File: src/verilog/pos_map.vh
// Purpose: offsets, field positions, reset values and codes of the output steering block
// Assumes: 32-bit AHB-Lite slave, one aligned word per register
// Notes: definitions only
`ifndef POS_MAP_VH
`define POS_MAP_VH

// ----------------------------------------
// register byte offsets
// ----------------------------------------
`define POS_ADDR_CTRL 8'h00
`define POS_ADDR_STEER_SEL 8'h04
`define POS_ADDR_STEER_OPT 8'h08
`define POS_ADDR_BURST 8'h0C
`define POS_ADDR_SD_CTRL 8'h10
`define POS_ADDR_SD_SRC 8'h14
`define POS_ADDR_SD_LEVEL 8'h18
`define POS_ADDR_DB_RISE 8'h1C
`define POS_ADDR_DB_FALL 8'h20
`define POS_ADDR_STATUS 8'h24

// ----------------------------------------
// field positions
// ----------------------------------------
`define POS_CTRL_ENABLE 0
`define POS_CTRL_LOAD 1
`define POS_CTRL_MODE_LO 2
`define POS_CTRL_MODE_HI 3
`define POS_CTRL_DBR_EN 4
`define POS_CTRL_DBF_EN 5
`define POS_OPT_SYNC 0
`define POS_BURST_SEL_LO 0
`define POS_BURST_SEL_HI 3
`define POS_BURST_SOFT 6
`define POS_BURST_EN 7
`define POS_SD_OVERRIDE 3
`define POS_SD_RESTART 4
`define POS_SD_ACTIVE 5
`define POS_SD_EVENT 6
`define POS_SD_EN 7

// ----------------------------------------
// mode codes and reset values
// ----------------------------------------
`define POS_MODE_SINGLE 2'h0
`define POS_MODE_COMPL 2'h1
`define POS_MODE_3PH 2'h2
`define POS_MODE_FIXED 2'h3
`define POS_BURST_SEL_SOFT 4'h8
`define POS_RST_BYTE 8'h00
`define POS_RST_WORD 32'h0000_0000
`define POS_HTRANS_NONSEQ 2'h2

`endif

File: src/verilog/pos_steer.v
// Purpose: dead-band overlap handling, output steering, burst gating and auto-shutdown
// Assumes: rise/fall/period events are one-cycle pulses on clk from the pwm core
// Notes: all inputs except rst synchronous to clk; AHB-Lite slave with zero wait states
//
// The AHB-Lite register port and the register addresses were left to the implementer.
`include "pos_map.vh"

module pos_steer (
   input wire clk, // 25 MHz module clock
   input wire rst, // asynchronous, active high
   input wire hsel, // slave select
   input wire [31:0] haddr, // byte address
   input wire [1:0] htrans, // transfer type
   input wire hwrite, // write strobe of address phase
   input wire [2:0] hsize, // transfer size, word only
   input wire [31:0] hwdata, // write data
   input wire hready, // bus ready
   output wire hreadyout, // always ready
   output reg [31:0] hrdata, // read data
   output wire hresp, // always okay
   input wire periodEvent, // period event pulse from core
   input wire risingEvent, // rising edge event pulse
   input wire fallingEvent, // falling edge event pulse
   input wire externalEventPin, // dedicated input pin
   input wire [2:0] capUnitOut, // capture_compare_unit outputs
   input wire [3:0] cmpOut, // comparator outputs
   output reg outA, // steered pwm pins
   output reg outB,
   output reg outC,
   output reg outD,
   output reg outE,
   output reg outF,
   output reg periodRestart, // asks core for a new period
   output reg pwmRunning, // core may run when high
   output reg shutdownIrq // one-cycle auto-shutdown interrupt
);

   // ----------------------------------------
   // registers and state
   // ----------------------------------------
   reg [5:0] ctrl;
   reg [5:0] steerSel;
   reg syncBit;
   reg [7:0] burstCtrl;
   reg enable;
   reg loadPending;
   reg [5:0] syncBuf;
   reg [5:0] activeSteer;
   reg sdEnable;
   reg sdEvent;
   reg sdActive;
   reg sdRestart;
   reg pinOverride;
   reg sdHold;
   reg [7:0] sdSrcMask;
   reg [5:0] sdLevel;
   reg [7:0] dbRise;
   reg [7:0] dbFall;
   reg [7:0] riseCnt;
   reg [7:0] fallCnt;
   reg riseBusy;
   reg fallBusy;
   reg freeze;
   reg pwmRaw;
   reg primLvl;
   reg compLvl;
   reg burstPrev;
   reg stopPending;
   reg wrPend;
   reg [7:0] wrAddr;
   wire [1:0] mode;
   wire [7:0] srcVec;
   wire burstSrc;
   wire srcHit;
   wire sdCond;
   wire addrOk;
   wire wrNow;
   wire riseEv;
   wire fallEv;
   wire [5:0] steerNow;
   reg [5:0] next_pins;
   reg [5:0] phasePins;
   reg [31:0] next_rdata;

   assign mode = ctrl[`POS_CTRL_MODE_HI:`POS_CTRL_MODE_LO];
   assign hreadyout = 1'b1;
   assign hresp = 1'b0;

   // ----------------------------------------
   // bus access
   // ----------------------------------------
   // address phase accepted on the rising edge, write committed one cycle later
   assign addrOk = hsel && hready && (htrans == `POS_HTRANS_NONSEQ);
   assign wrNow = wrPend;

   // latch the write address and build read data in the address phase
   always @(posedge clk or posedge rst) begin
      if (rst) begin
         wrPend <= 1'b0;
         wrAddr <= `POS_RST_BYTE;
         hrdata <= `POS_RST_WORD;
      end else begin
         // writes outside the map are dropped, matching the read decode
         wrPend <= addrOk && hwrite && (haddr[31:8] == 24'h00_0000);
         wrAddr <= haddr[7:0];
         if (addrOk && !hwrite) begin
            hrdata <= next_rdata;
         end
      end
   end

   // read mux; unmapped addresses and bits above a field read zero
   always @* begin
      next_rdata = `POS_RST_WORD;
      if (haddr[31:8] == 24'h00_0000) begin
         case (haddr[7:0])
            `POS_ADDR_CTRL: next_rdata = {26'h000_0000, ctrl[5:2], loadPending, enable};
            `POS_ADDR_STEER_SEL: next_rdata = {26'h000_0000, steerSel};
            `POS_ADDR_STEER_OPT: next_rdata = {31'h0000_0000, syncBit};
            `POS_ADDR_BURST: next_rdata = {24'h00_0000, burstCtrl};
            `POS_ADDR_SD_CTRL: next_rdata = {24'h00_0000, sdEnable, sdEvent, sdActive,
               sdRestart, pinOverride, 3'h0};
            `POS_ADDR_SD_SRC: next_rdata = {24'h00_0000, sdSrcMask};
            `POS_ADDR_SD_LEVEL: next_rdata = {26'h000_0000, sdLevel};
            `POS_ADDR_DB_RISE: next_rdata = {24'h00_0000, dbRise};
            `POS_ADDR_DB_FALL: next_rdata = {24'h00_0000, dbFall};
            `POS_ADDR_STATUS: next_rdata = {20'h0_0000, activeSteer, pwmRunning,
               sdHold, riseBusy, fallBusy, freeze, pwmRaw};
            default: next_rdata = `POS_RST_WORD;
         endcase
      end
   end

   // ----------------------------------------
   // configuration and steering buffer
   // ----------------------------------------
   // hardware-driven bits sit in this process too, so each has one driver
   always @(posedge clk or posedge rst) begin
      if (rst) begin
         ctrl <= 6'h00;
         enable <= 1'b0;
         loadPending <= 1'b0;
         steerSel <= 6'h00;
         syncBit <= 1'b0;
         syncBuf <= 6'h00;
         activeSteer <= 6'h00;
         burstCtrl <= `POS_RST_BYTE;
         sdEnable <= 1'b0;
         sdEvent <= 1'b0;
         sdActive <= 1'b0;
         sdRestart <= 1'b0;
         pinOverride <= 1'b0;
         sdSrcMask <= `POS_RST_BYTE;
         sdLevel <= 6'h00;
         dbRise <= `POS_RST_BYTE;
         dbFall <= `POS_RST_BYTE;
      end else begin
         if (loadPending && periodEvent) begin
            activeSteer <= syncBuf;
            loadPending <= 1'b0;
         end
         if (wrNow) begin
            case (wrAddr)
               `POS_ADDR_CTRL: begin
                  ctrl <= hwdata[5:0];
                  enable <= hwdata[`POS_CTRL_ENABLE];
                  if ((hwdata[`POS_CTRL_ENABLE] && !enable) || hwdata[`POS_CTRL_LOAD]) begin
                     syncBuf <= steerSel;
                     loadPending <= 1'b1;
                  end
               end
               `POS_ADDR_STEER_SEL: steerSel <= hwdata[5:0];
               `POS_ADDR_STEER_OPT: begin
                  syncBit <= hwdata[`POS_OPT_SYNC];
                  if (hwdata[`POS_OPT_SYNC] && !syncBit) begin
                     activeSteer <= syncBuf;
                  end
               end
               `POS_ADDR_BURST: burstCtrl <= hwdata[7:0];
               `POS_ADDR_SD_CTRL: begin
                  sdEnable <= hwdata[`POS_SD_EN];
                  sdRestart <= hwdata[`POS_SD_RESTART];
                  pinOverride <= hwdata[`POS_SD_OVERRIDE];
                  sdEvent <= hwdata[`POS_SD_EVENT];
                  if (!hwdata[`POS_SD_ACTIVE] && !sdCond) begin
                     sdActive <= 1'b0;
                  end
               end
               `POS_ADDR_SD_SRC: sdSrcMask <= hwdata[7:0];
               `POS_ADDR_SD_LEVEL: sdLevel <= hwdata[5:0];
               `POS_ADDR_DB_RISE: dbRise <= hwdata[7:0];
               `POS_ADDR_DB_FALL: dbFall <= hwdata[7:0];
               default: ;
            endcase
         end
         // source hit sets event bit; set beats a software clear
         if (srcHit) begin
            sdEvent <= 1'b1;
         end
         // flag held until cleared; auto restart clears it
         if (sdCond) begin
            sdActive <= 1'b1;
         end else if (sdRestart) begin
            sdActive <= 1'b0;
         end
      end
   end

   // ----------------------------------------
   // shutdown condition
   // ----------------------------------------
   assign srcVec = {cmpOut, capUnitOut, externalEventPin};
   // one enable gates everything; plain level, no edge detect
   assign srcHit = sdEnable && ((srcVec & sdSrcMask) != 8'h00);
   assign sdCond = sdEnable && (sdEvent || srcHit);

   // override held until a period event after the flag has cleared
   always @(posedge clk or posedge rst) begin
      if (rst) begin
         sdHold <= 1'b0;
         shutdownIrq <= 1'b0;
      end else begin
         if (sdCond || sdActive) begin
            sdHold <= 1'b1;
         end else if (periodEvent) begin
            sdHold <= 1'b0;
         end
         // interrupt on a new shutdown event
         shutdownIrq <= sdCond && !sdHold;
      end
   end

   // ----------------------------------------
   // burst modulation
   // ----------------------------------------
   // single source, soft bit as last choice
   assign burstSrc = (burstCtrl[`POS_BURST_SEL_HI:`POS_BURST_SEL_LO] >= `POS_BURST_SEL_SOFT) ?
      burstCtrl[`POS_BURST_SOFT] : srcVec[burstCtrl[2:0]];

   always @(posedge clk or posedge rst) begin
      if (rst) begin
         pwmRunning <= 1'b0;
         periodRestart <= 1'b0;
         burstPrev <= 1'b0;
         stopPending <= 1'b0;
      end else begin
         burstPrev <= burstSrc;
         periodRestart <= 1'b0;
         if (!enable) begin
            pwmRunning <= 1'b0;
            stopPending <= 1'b0;
         end else if (!burstCtrl[`POS_BURST_EN]) begin
            pwmRunning <= 1'b1;
            stopPending <= 1'b0;
         end else if (burstSrc && !pwmRunning) begin
            pwmRunning <= 1'b1;
            periodRestart <= 1'b1;
            stopPending <= 1'b0;
         end else if (burstSrc) begin
            stopPending <= 1'b0;
         end else if (pwmRunning) begin
            stopPending <= 1'b1;
            if (stopPending && periodEvent) begin
               // fixed duty waits for a period event with the raw pwm output high
               if (mode != `POS_MODE_FIXED || pwmRaw) begin
                  pwmRunning <= 1'b0;
               end
            end
         end
      end
   end

   // ----------------------------------------
   // dead-band counters
   // ----------------------------------------
   assign riseEv = risingEvent && pwmRunning;
   assign fallEv = fallingEvent && pwmRunning;

   always @(posedge clk or posedge rst) begin
      if (rst) begin
         riseCnt <= `POS_RST_BYTE;
         fallCnt <= `POS_RST_BYTE;
         riseBusy <= 1'b0;
         fallBusy <= 1'b0;
         freeze <= 1'b0;
         pwmRaw <= 1'b0;
      end else if (!pwmRunning) begin
         riseBusy <= 1'b0;
         fallBusy <= 1'b0;
         freeze <= 1'b0;
         pwmRaw <= 1'b0;
      end else begin
         if (riseBusy) begin
            riseCnt <= riseCnt + 8'h01;
            if (riseCnt + 8'h01 >= dbRise) begin
               riseBusy <= 1'b0;
               freeze <= 1'b0;
            end
         end
         if (fallBusy) begin
            fallCnt <= fallCnt + 8'h01;
            if (fallCnt + 8'h01 >= dbFall) begin
               fallBusy <= 1'b0;
               freeze <= 1'b0;
            end
         end
         if (riseEv) begin
            pwmRaw <= 1'b1;
            fallBusy <= 1'b0;
            riseCnt <= `POS_RST_BYTE;
            riseBusy <= ctrl[`POS_CTRL_DBR_EN] && (dbRise != `POS_RST_BYTE);
            freeze <= riseBusy;
         end else if (fallEv) begin
            pwmRaw <= 1'b0;
            riseBusy <= 1'b0;
            fallCnt <= `POS_RST_BYTE;
            fallBusy <= ctrl[`POS_CTRL_DBF_EN] && (dbFall != `POS_RST_BYTE);
            freeze <= fallBusy;
         end
      end
   end

   // primary waits out rise dead-band, complement waits out fall dead-band
   always @(posedge clk or posedge rst) begin
      if (rst) begin
         primLvl <= 1'b0;
         compLvl <= 1'b0;
      end else if (!pwmRunning) begin
         primLvl <= 1'b0;
         compLvl <= 1'b0;
      end else if (!freeze) begin
         primLvl <= pwmRaw && !riseBusy;
         compLvl <= !pwmRaw && !fallBusy;
      end
   end

   // ----------------------------------------
   // steering and pin drive
   // ----------------------------------------
   // unsynced selection acts at once
   assign steerNow = syncBit ? activeSteer : steerSel;

   // 3-phase pairs; lowest set bit wins so a stray pattern stays a legal pair
   always @* begin
      phasePins = 6'h00;
      if (steerNow[0]) begin
         phasePins = 6'h09;
      end else if (steerNow[1]) begin
         phasePins = 6'h21;
      end else if (steerNow[2]) begin
         phasePins = 6'h24;
      end else if (steerNow[3]) begin
         phasePins = 6'h06;
      end else if (steerNow[4]) begin
         phasePins = 6'h12;
      end else if (steerNow[5]) begin
         phasePins = 6'h18;
      end
   end

   // pin order is {F,E,D,C,B,A}
   always @* begin
      next_pins = 6'h00;
      case (mode)
         `POS_MODE_SINGLE: next_pins = steerNow & {6{primLvl}};
         `POS_MODE_COMPL: begin
            next_pins[0] = steerNow[0] && primLvl;
            next_pins[1] = steerNow[1] && compLvl;
            next_pins[2] = steerNow[2] && primLvl;
            next_pins[3] = steerNow[3] && compLvl;
            next_pins[4] = (steerNow[4] && primLvl) || (steerNow[5] && compLvl);
         end
         `POS_MODE_3PH: next_pins = phasePins & {6{primLvl}};
         `POS_MODE_FIXED: next_pins = {4'h0, compLvl, primLvl};
         default: next_pins = 6'h00;
      endcase
      // shutdown levels win; override without interrupt
      if (sdHold || (sdEnable && pinOverride)) begin
         next_pins = sdLevel;
      end
   end

   // pins registered so glitches of the steering mux never reach the switches
   always @(posedge clk or posedge rst) begin
      if (rst) begin
         {outF, outE, outD, outC, outB, outA} <= 6'h00;
      end else begin
         {outF, outE, outD, outC, outB, outA} <= next_pins;
      end
   end

endmodule

File: config.mk
export PLATFORM = sky130hd
export DESIGN_NAME = pos_steer
export DESIGN_NICKNAME = d
export VERILOG_FILES = /design/src/verilog/pos_steer.v
export VERILOG_INCLUDE_DIRS = /design/src /design/src/verilog
export SDC_FILE = /design/constraint.sdc
export NUM_CORES = 1
export LEC_CHECK = 0
export BUFFER_PORTS_ARGS = -buffer_cell sky130_fd_sc_hd__buf_2
export CAP_MARGIN = 20
export CORE_MARGIN = 4
export CORE_UTILIZATION = 57
export CTS_BUF_LIST = sky130_fd_sc_hd__clkbuf_4
export DETAILED_ROUTE_END_ITERATION = 16
export PLACE_DENSITY = 0.82
export RECOVER_POWER = 100
export SLEW_MARGIN = 20
export SYNTH_ARGS = -nofsm -noshare
export SYNTH_HDL_FRONTEND = slang
export SYNTH_SLANG_ARGS = --single-unit
File: constraint.sdc
create_clock -name clk -period 5.5 [get_ports clk]
set_input_delay 0.825 -clock clk [delete_from_list [all_inputs] [get_ports clk]]
set_output_delay 0.825 -clock clk [all_outputs]
set_load 0.1 [all_outputs]
==> flow_metrics.env <==
export IMPL_status="complete, but fails checks"
export IMPL_violations="max-capacitance violations, max-slew violations"
export IMPL_dp_hpwl_um=12400
export IMPL_worst_slack_ps=2020
export IMPL_p_comb_share_pct=13.0
export IMPL_p_per_area_nw_per_um2=243
export IMPL_gp_congestion=0.955
export IMPL_postCtsSetupBuffers=0
export IMPL_cap_violations=1
export IMPL_drive_gt1_share_pct=19.9
export IMPL_hold_viol_final=0
export IMPL_synth_top_area_share_pct=47.1
export IMPL_place_ws_ps=2720
export IMPL_die_x_um=115
export IMPL_crit_slowest_cell="clkinvlp_2"
export IMPL_syn2layout_area_growth_pct=8.34
export IMPL_cts_repair_resized=0
export IMPL_p_sw_share_pct=30.7
export IMPL_slew_headroom_pct=-117
export IMPL_hold_buffers=0
export IMPL_critPathLaunchType="input port"
export IMPL_synthCells=612
export IMPL_setup_viol=0
export IMPL_clock_sinks=122
export IMPL_start_util_pct=59.0
export IMPL_tightest_slew_ps=3240
export IMPL_fp_coreArea_sq_um=11000
export IMPL_cts_tree="done"
export IMPL_fin_area_sq_um=7020
export IMPL_fin_worst_skew_ps=23.0
export IMPL_criticalPathCategory="input port to async pin"
export IMPL_ys_seq_elements=122
export IMPL_synth_edff_count=0
export IMPL_yosys_cell_count_top_type="dfrtp_1"
export IMPL_wl_per_cell_um=20.1
export IMPL_crit_chain="buf_2 -> clkinvlp_2 -> clkbuf_2"
export IMPL_clock_root_buffer="clkbuf_4"
export IMPL_synth_main_ff_cell="dfrtp_1"
export IMPL_synth_area_per_cell_sq_um=10.6
export IMPL_ir_drop_mv=0.169
export IMPL_numCtsBuffers=17
export IMPL_p_clk_share_pct=31.8
export IMPL_io_pins=128
export IMPL_die_area_sq_um=13100
export IMPL_synth_common_cells="dfrtp_1 (122), nand2_1 (53), mux2_2 (52), o21ai_0 (40), nor2_1 (35)"
export IMPL_clk_insertion_delay_late_ps=540
export IMPL_clockBufferDepth=2
export IMPL_grt_usage_pct=26.8
export IMPL_antenna_cells=0
export IMPL_grt_max_degree=75
export IMPL_tns_ps=0
export IMPL_yosysUniqueCellTypes=63
export IMPL_vias_per_cell=6.24
export IMPL_vias=5242
export IMPL_max_freq_mhz=287
export IMPL_crit_required_ps=5960
export IMPL_synth_async_reset_ratio_pct=100
export IMPL_p_sw_uw=524
export IMPL_rsz0062_at_grt="no"
export IMPL_grt_pass1_wl_um=26800
export IMPL_synth_warnings=0
export IMPL_cp_slowest_stage_delay_ps=1820
export IMPL_placed_area_sq_um=6880
export IMPL_grt_pass1_vias=5184
export IMPL_drtIter0Drc=474
export IMPL_leakagePower_nw=3.27
export IMPL_finalCritPeriodShare_pct=63.3
export IMPL_synthTopCellsByArea="dfrtp_1 (47%), mux2_2 (9.0%), ha_1 (3.5%)"
export IMPL_yosysSeqAreaShare_pct=47.1
export IMPL_portBuffers=78
export IMPL_grt_overflow=0
export IMPL_route_detailed_drc=0
export IMPL_layout_nets=792
export IMPL_dieHeight_um=115
export IMPL_htree_levels=4
export IMPL_slew_violations=75
export IMPL_worst_setup_path_end_kind="async pin"
export IMPL_whs_ps=453
export IMPL_synth_area_leader_cell="dfrtp_1"
export IMPL_clk_transition_reported_paths_ps=100
export IMPL_fin_crit_ps=3480
export IMPL_p_seq_share_pct=55.2
export IMPL_power_mw=1.71
export IMPL_intPower_mw=1.18
export IMPL_arrival_ps=3940
export IMPL_rows=38
export IMPL_drt_first_pass_iters=7
export IMPL_crit_fanout=74
export IMPL_antenna_found_initial=0
export IMPL_synth_area_sq_um=6480
export IMPL_postRouteAntennaNets=0
export IMPL_wirelength_um=16900
export IMPL_hp_class="input port to register"
[registers in the layout (all words and copies together) (netlist names), 5 cells and up]
register     count
hrdata          12
burstCtrl        8
dbFall           8
dbRise           8
fallCnt          8
riseCnt          8
sdSrcMask        8
wrAddr           8
activeSteer      6
sdLevel          6
steerSel         6
syncBuf          6
ctrl             5
[layout make-up]
cell class	count	area, sq um
Clock buffer	18	135
Clock inverter	12	85.1
Fill cell	907	3960
Inverter	25	95.1
Multi-Input combinational cell	443	3120
Sequential cell	122	3050
Tap cell	140	175
Timing Repair Buffer	80	363
[per-stage QoR]
step | utilization [%] | instances
final | 64.0 | 840
after global routing | 64.0 | 840
after CTS | 64.7 | 840
after detailed placement | 62.7 | 810
after global placement | 62.7 | 810
after floorplan | - | 632
[power groups by stage]
stage	clock, mW	sequential, mW	combinational [mW]
2_1_floorplan	0	0.974	0.156
3_3_place_gp	0	0.957	0.217
3_5_place_dp	0	0.959	0.222
4_1_cts	0.547	0.941	0.223
5_1_grt	0.589	0.945	0.236
6_report	0.542	0.942	0.222
[cells by family after synthesis]
| group | synth area share (%) |
|---|---|
| simple gates | 14.8 |
| compound gates | 12.7 |
| flops | 47.1 |
| mux | 14.3 |
| buf+inv | 5.44 |
| fa+ha+maj | 3.47 |
| xor+xnor | 2.16 |
| other cells | 0.116 |
[metal layers]
layer	vias up	GRT usage, %	share of wire (%)
li1	2356	-	-
met1	2606	35.2	41
met2	247	44.9	49
met3	33	6.03	8.6
met4	0	7.28	2.0
met5	-	0	0
[final timing paths]
kind	from	to	slack [ps]	depth (start not counted)
setup / recovery	rst	activeSteer[0]	2020	3
setup reg to reg	fallCnt[2]	fallBusy	2730	10
max in group clk	pwmRunning	pwmRunning	2540	1
min in group asynchronous	rst	dbRise[6]	1230	2
hold / removal	haddr[0]	wrAddr[0]	450	1
hold reg to reg	hrdata[1]	hrdata[1]	500	2
[cell usage in the layout (no fill, tap or decap), types with 7 or more instances in the layout]
master,instances
inv_1,24
buf_2,49
a22o_1,8
a22oi_1,12
nor2b_1,7
a32o_1,7
a21oi_1,23
clkbuf_4,18
o21ai_0,41
xor2_1,8
dfrtp_1,122
ha_1,18
mux2_2,52
conb_1,22
mux2i_1,16
nor3_1,17
nor2_1,35
nor4_1,13
nand2_1,53
xnor2_1,8
nand3_1,18
clkbuf_1,30
[worst max-delay path, delay by kind of cell]
family / cells / cell delay [ps]
buffers and inverters: 3 / 3080
Power figures use the tool's default switching activity.
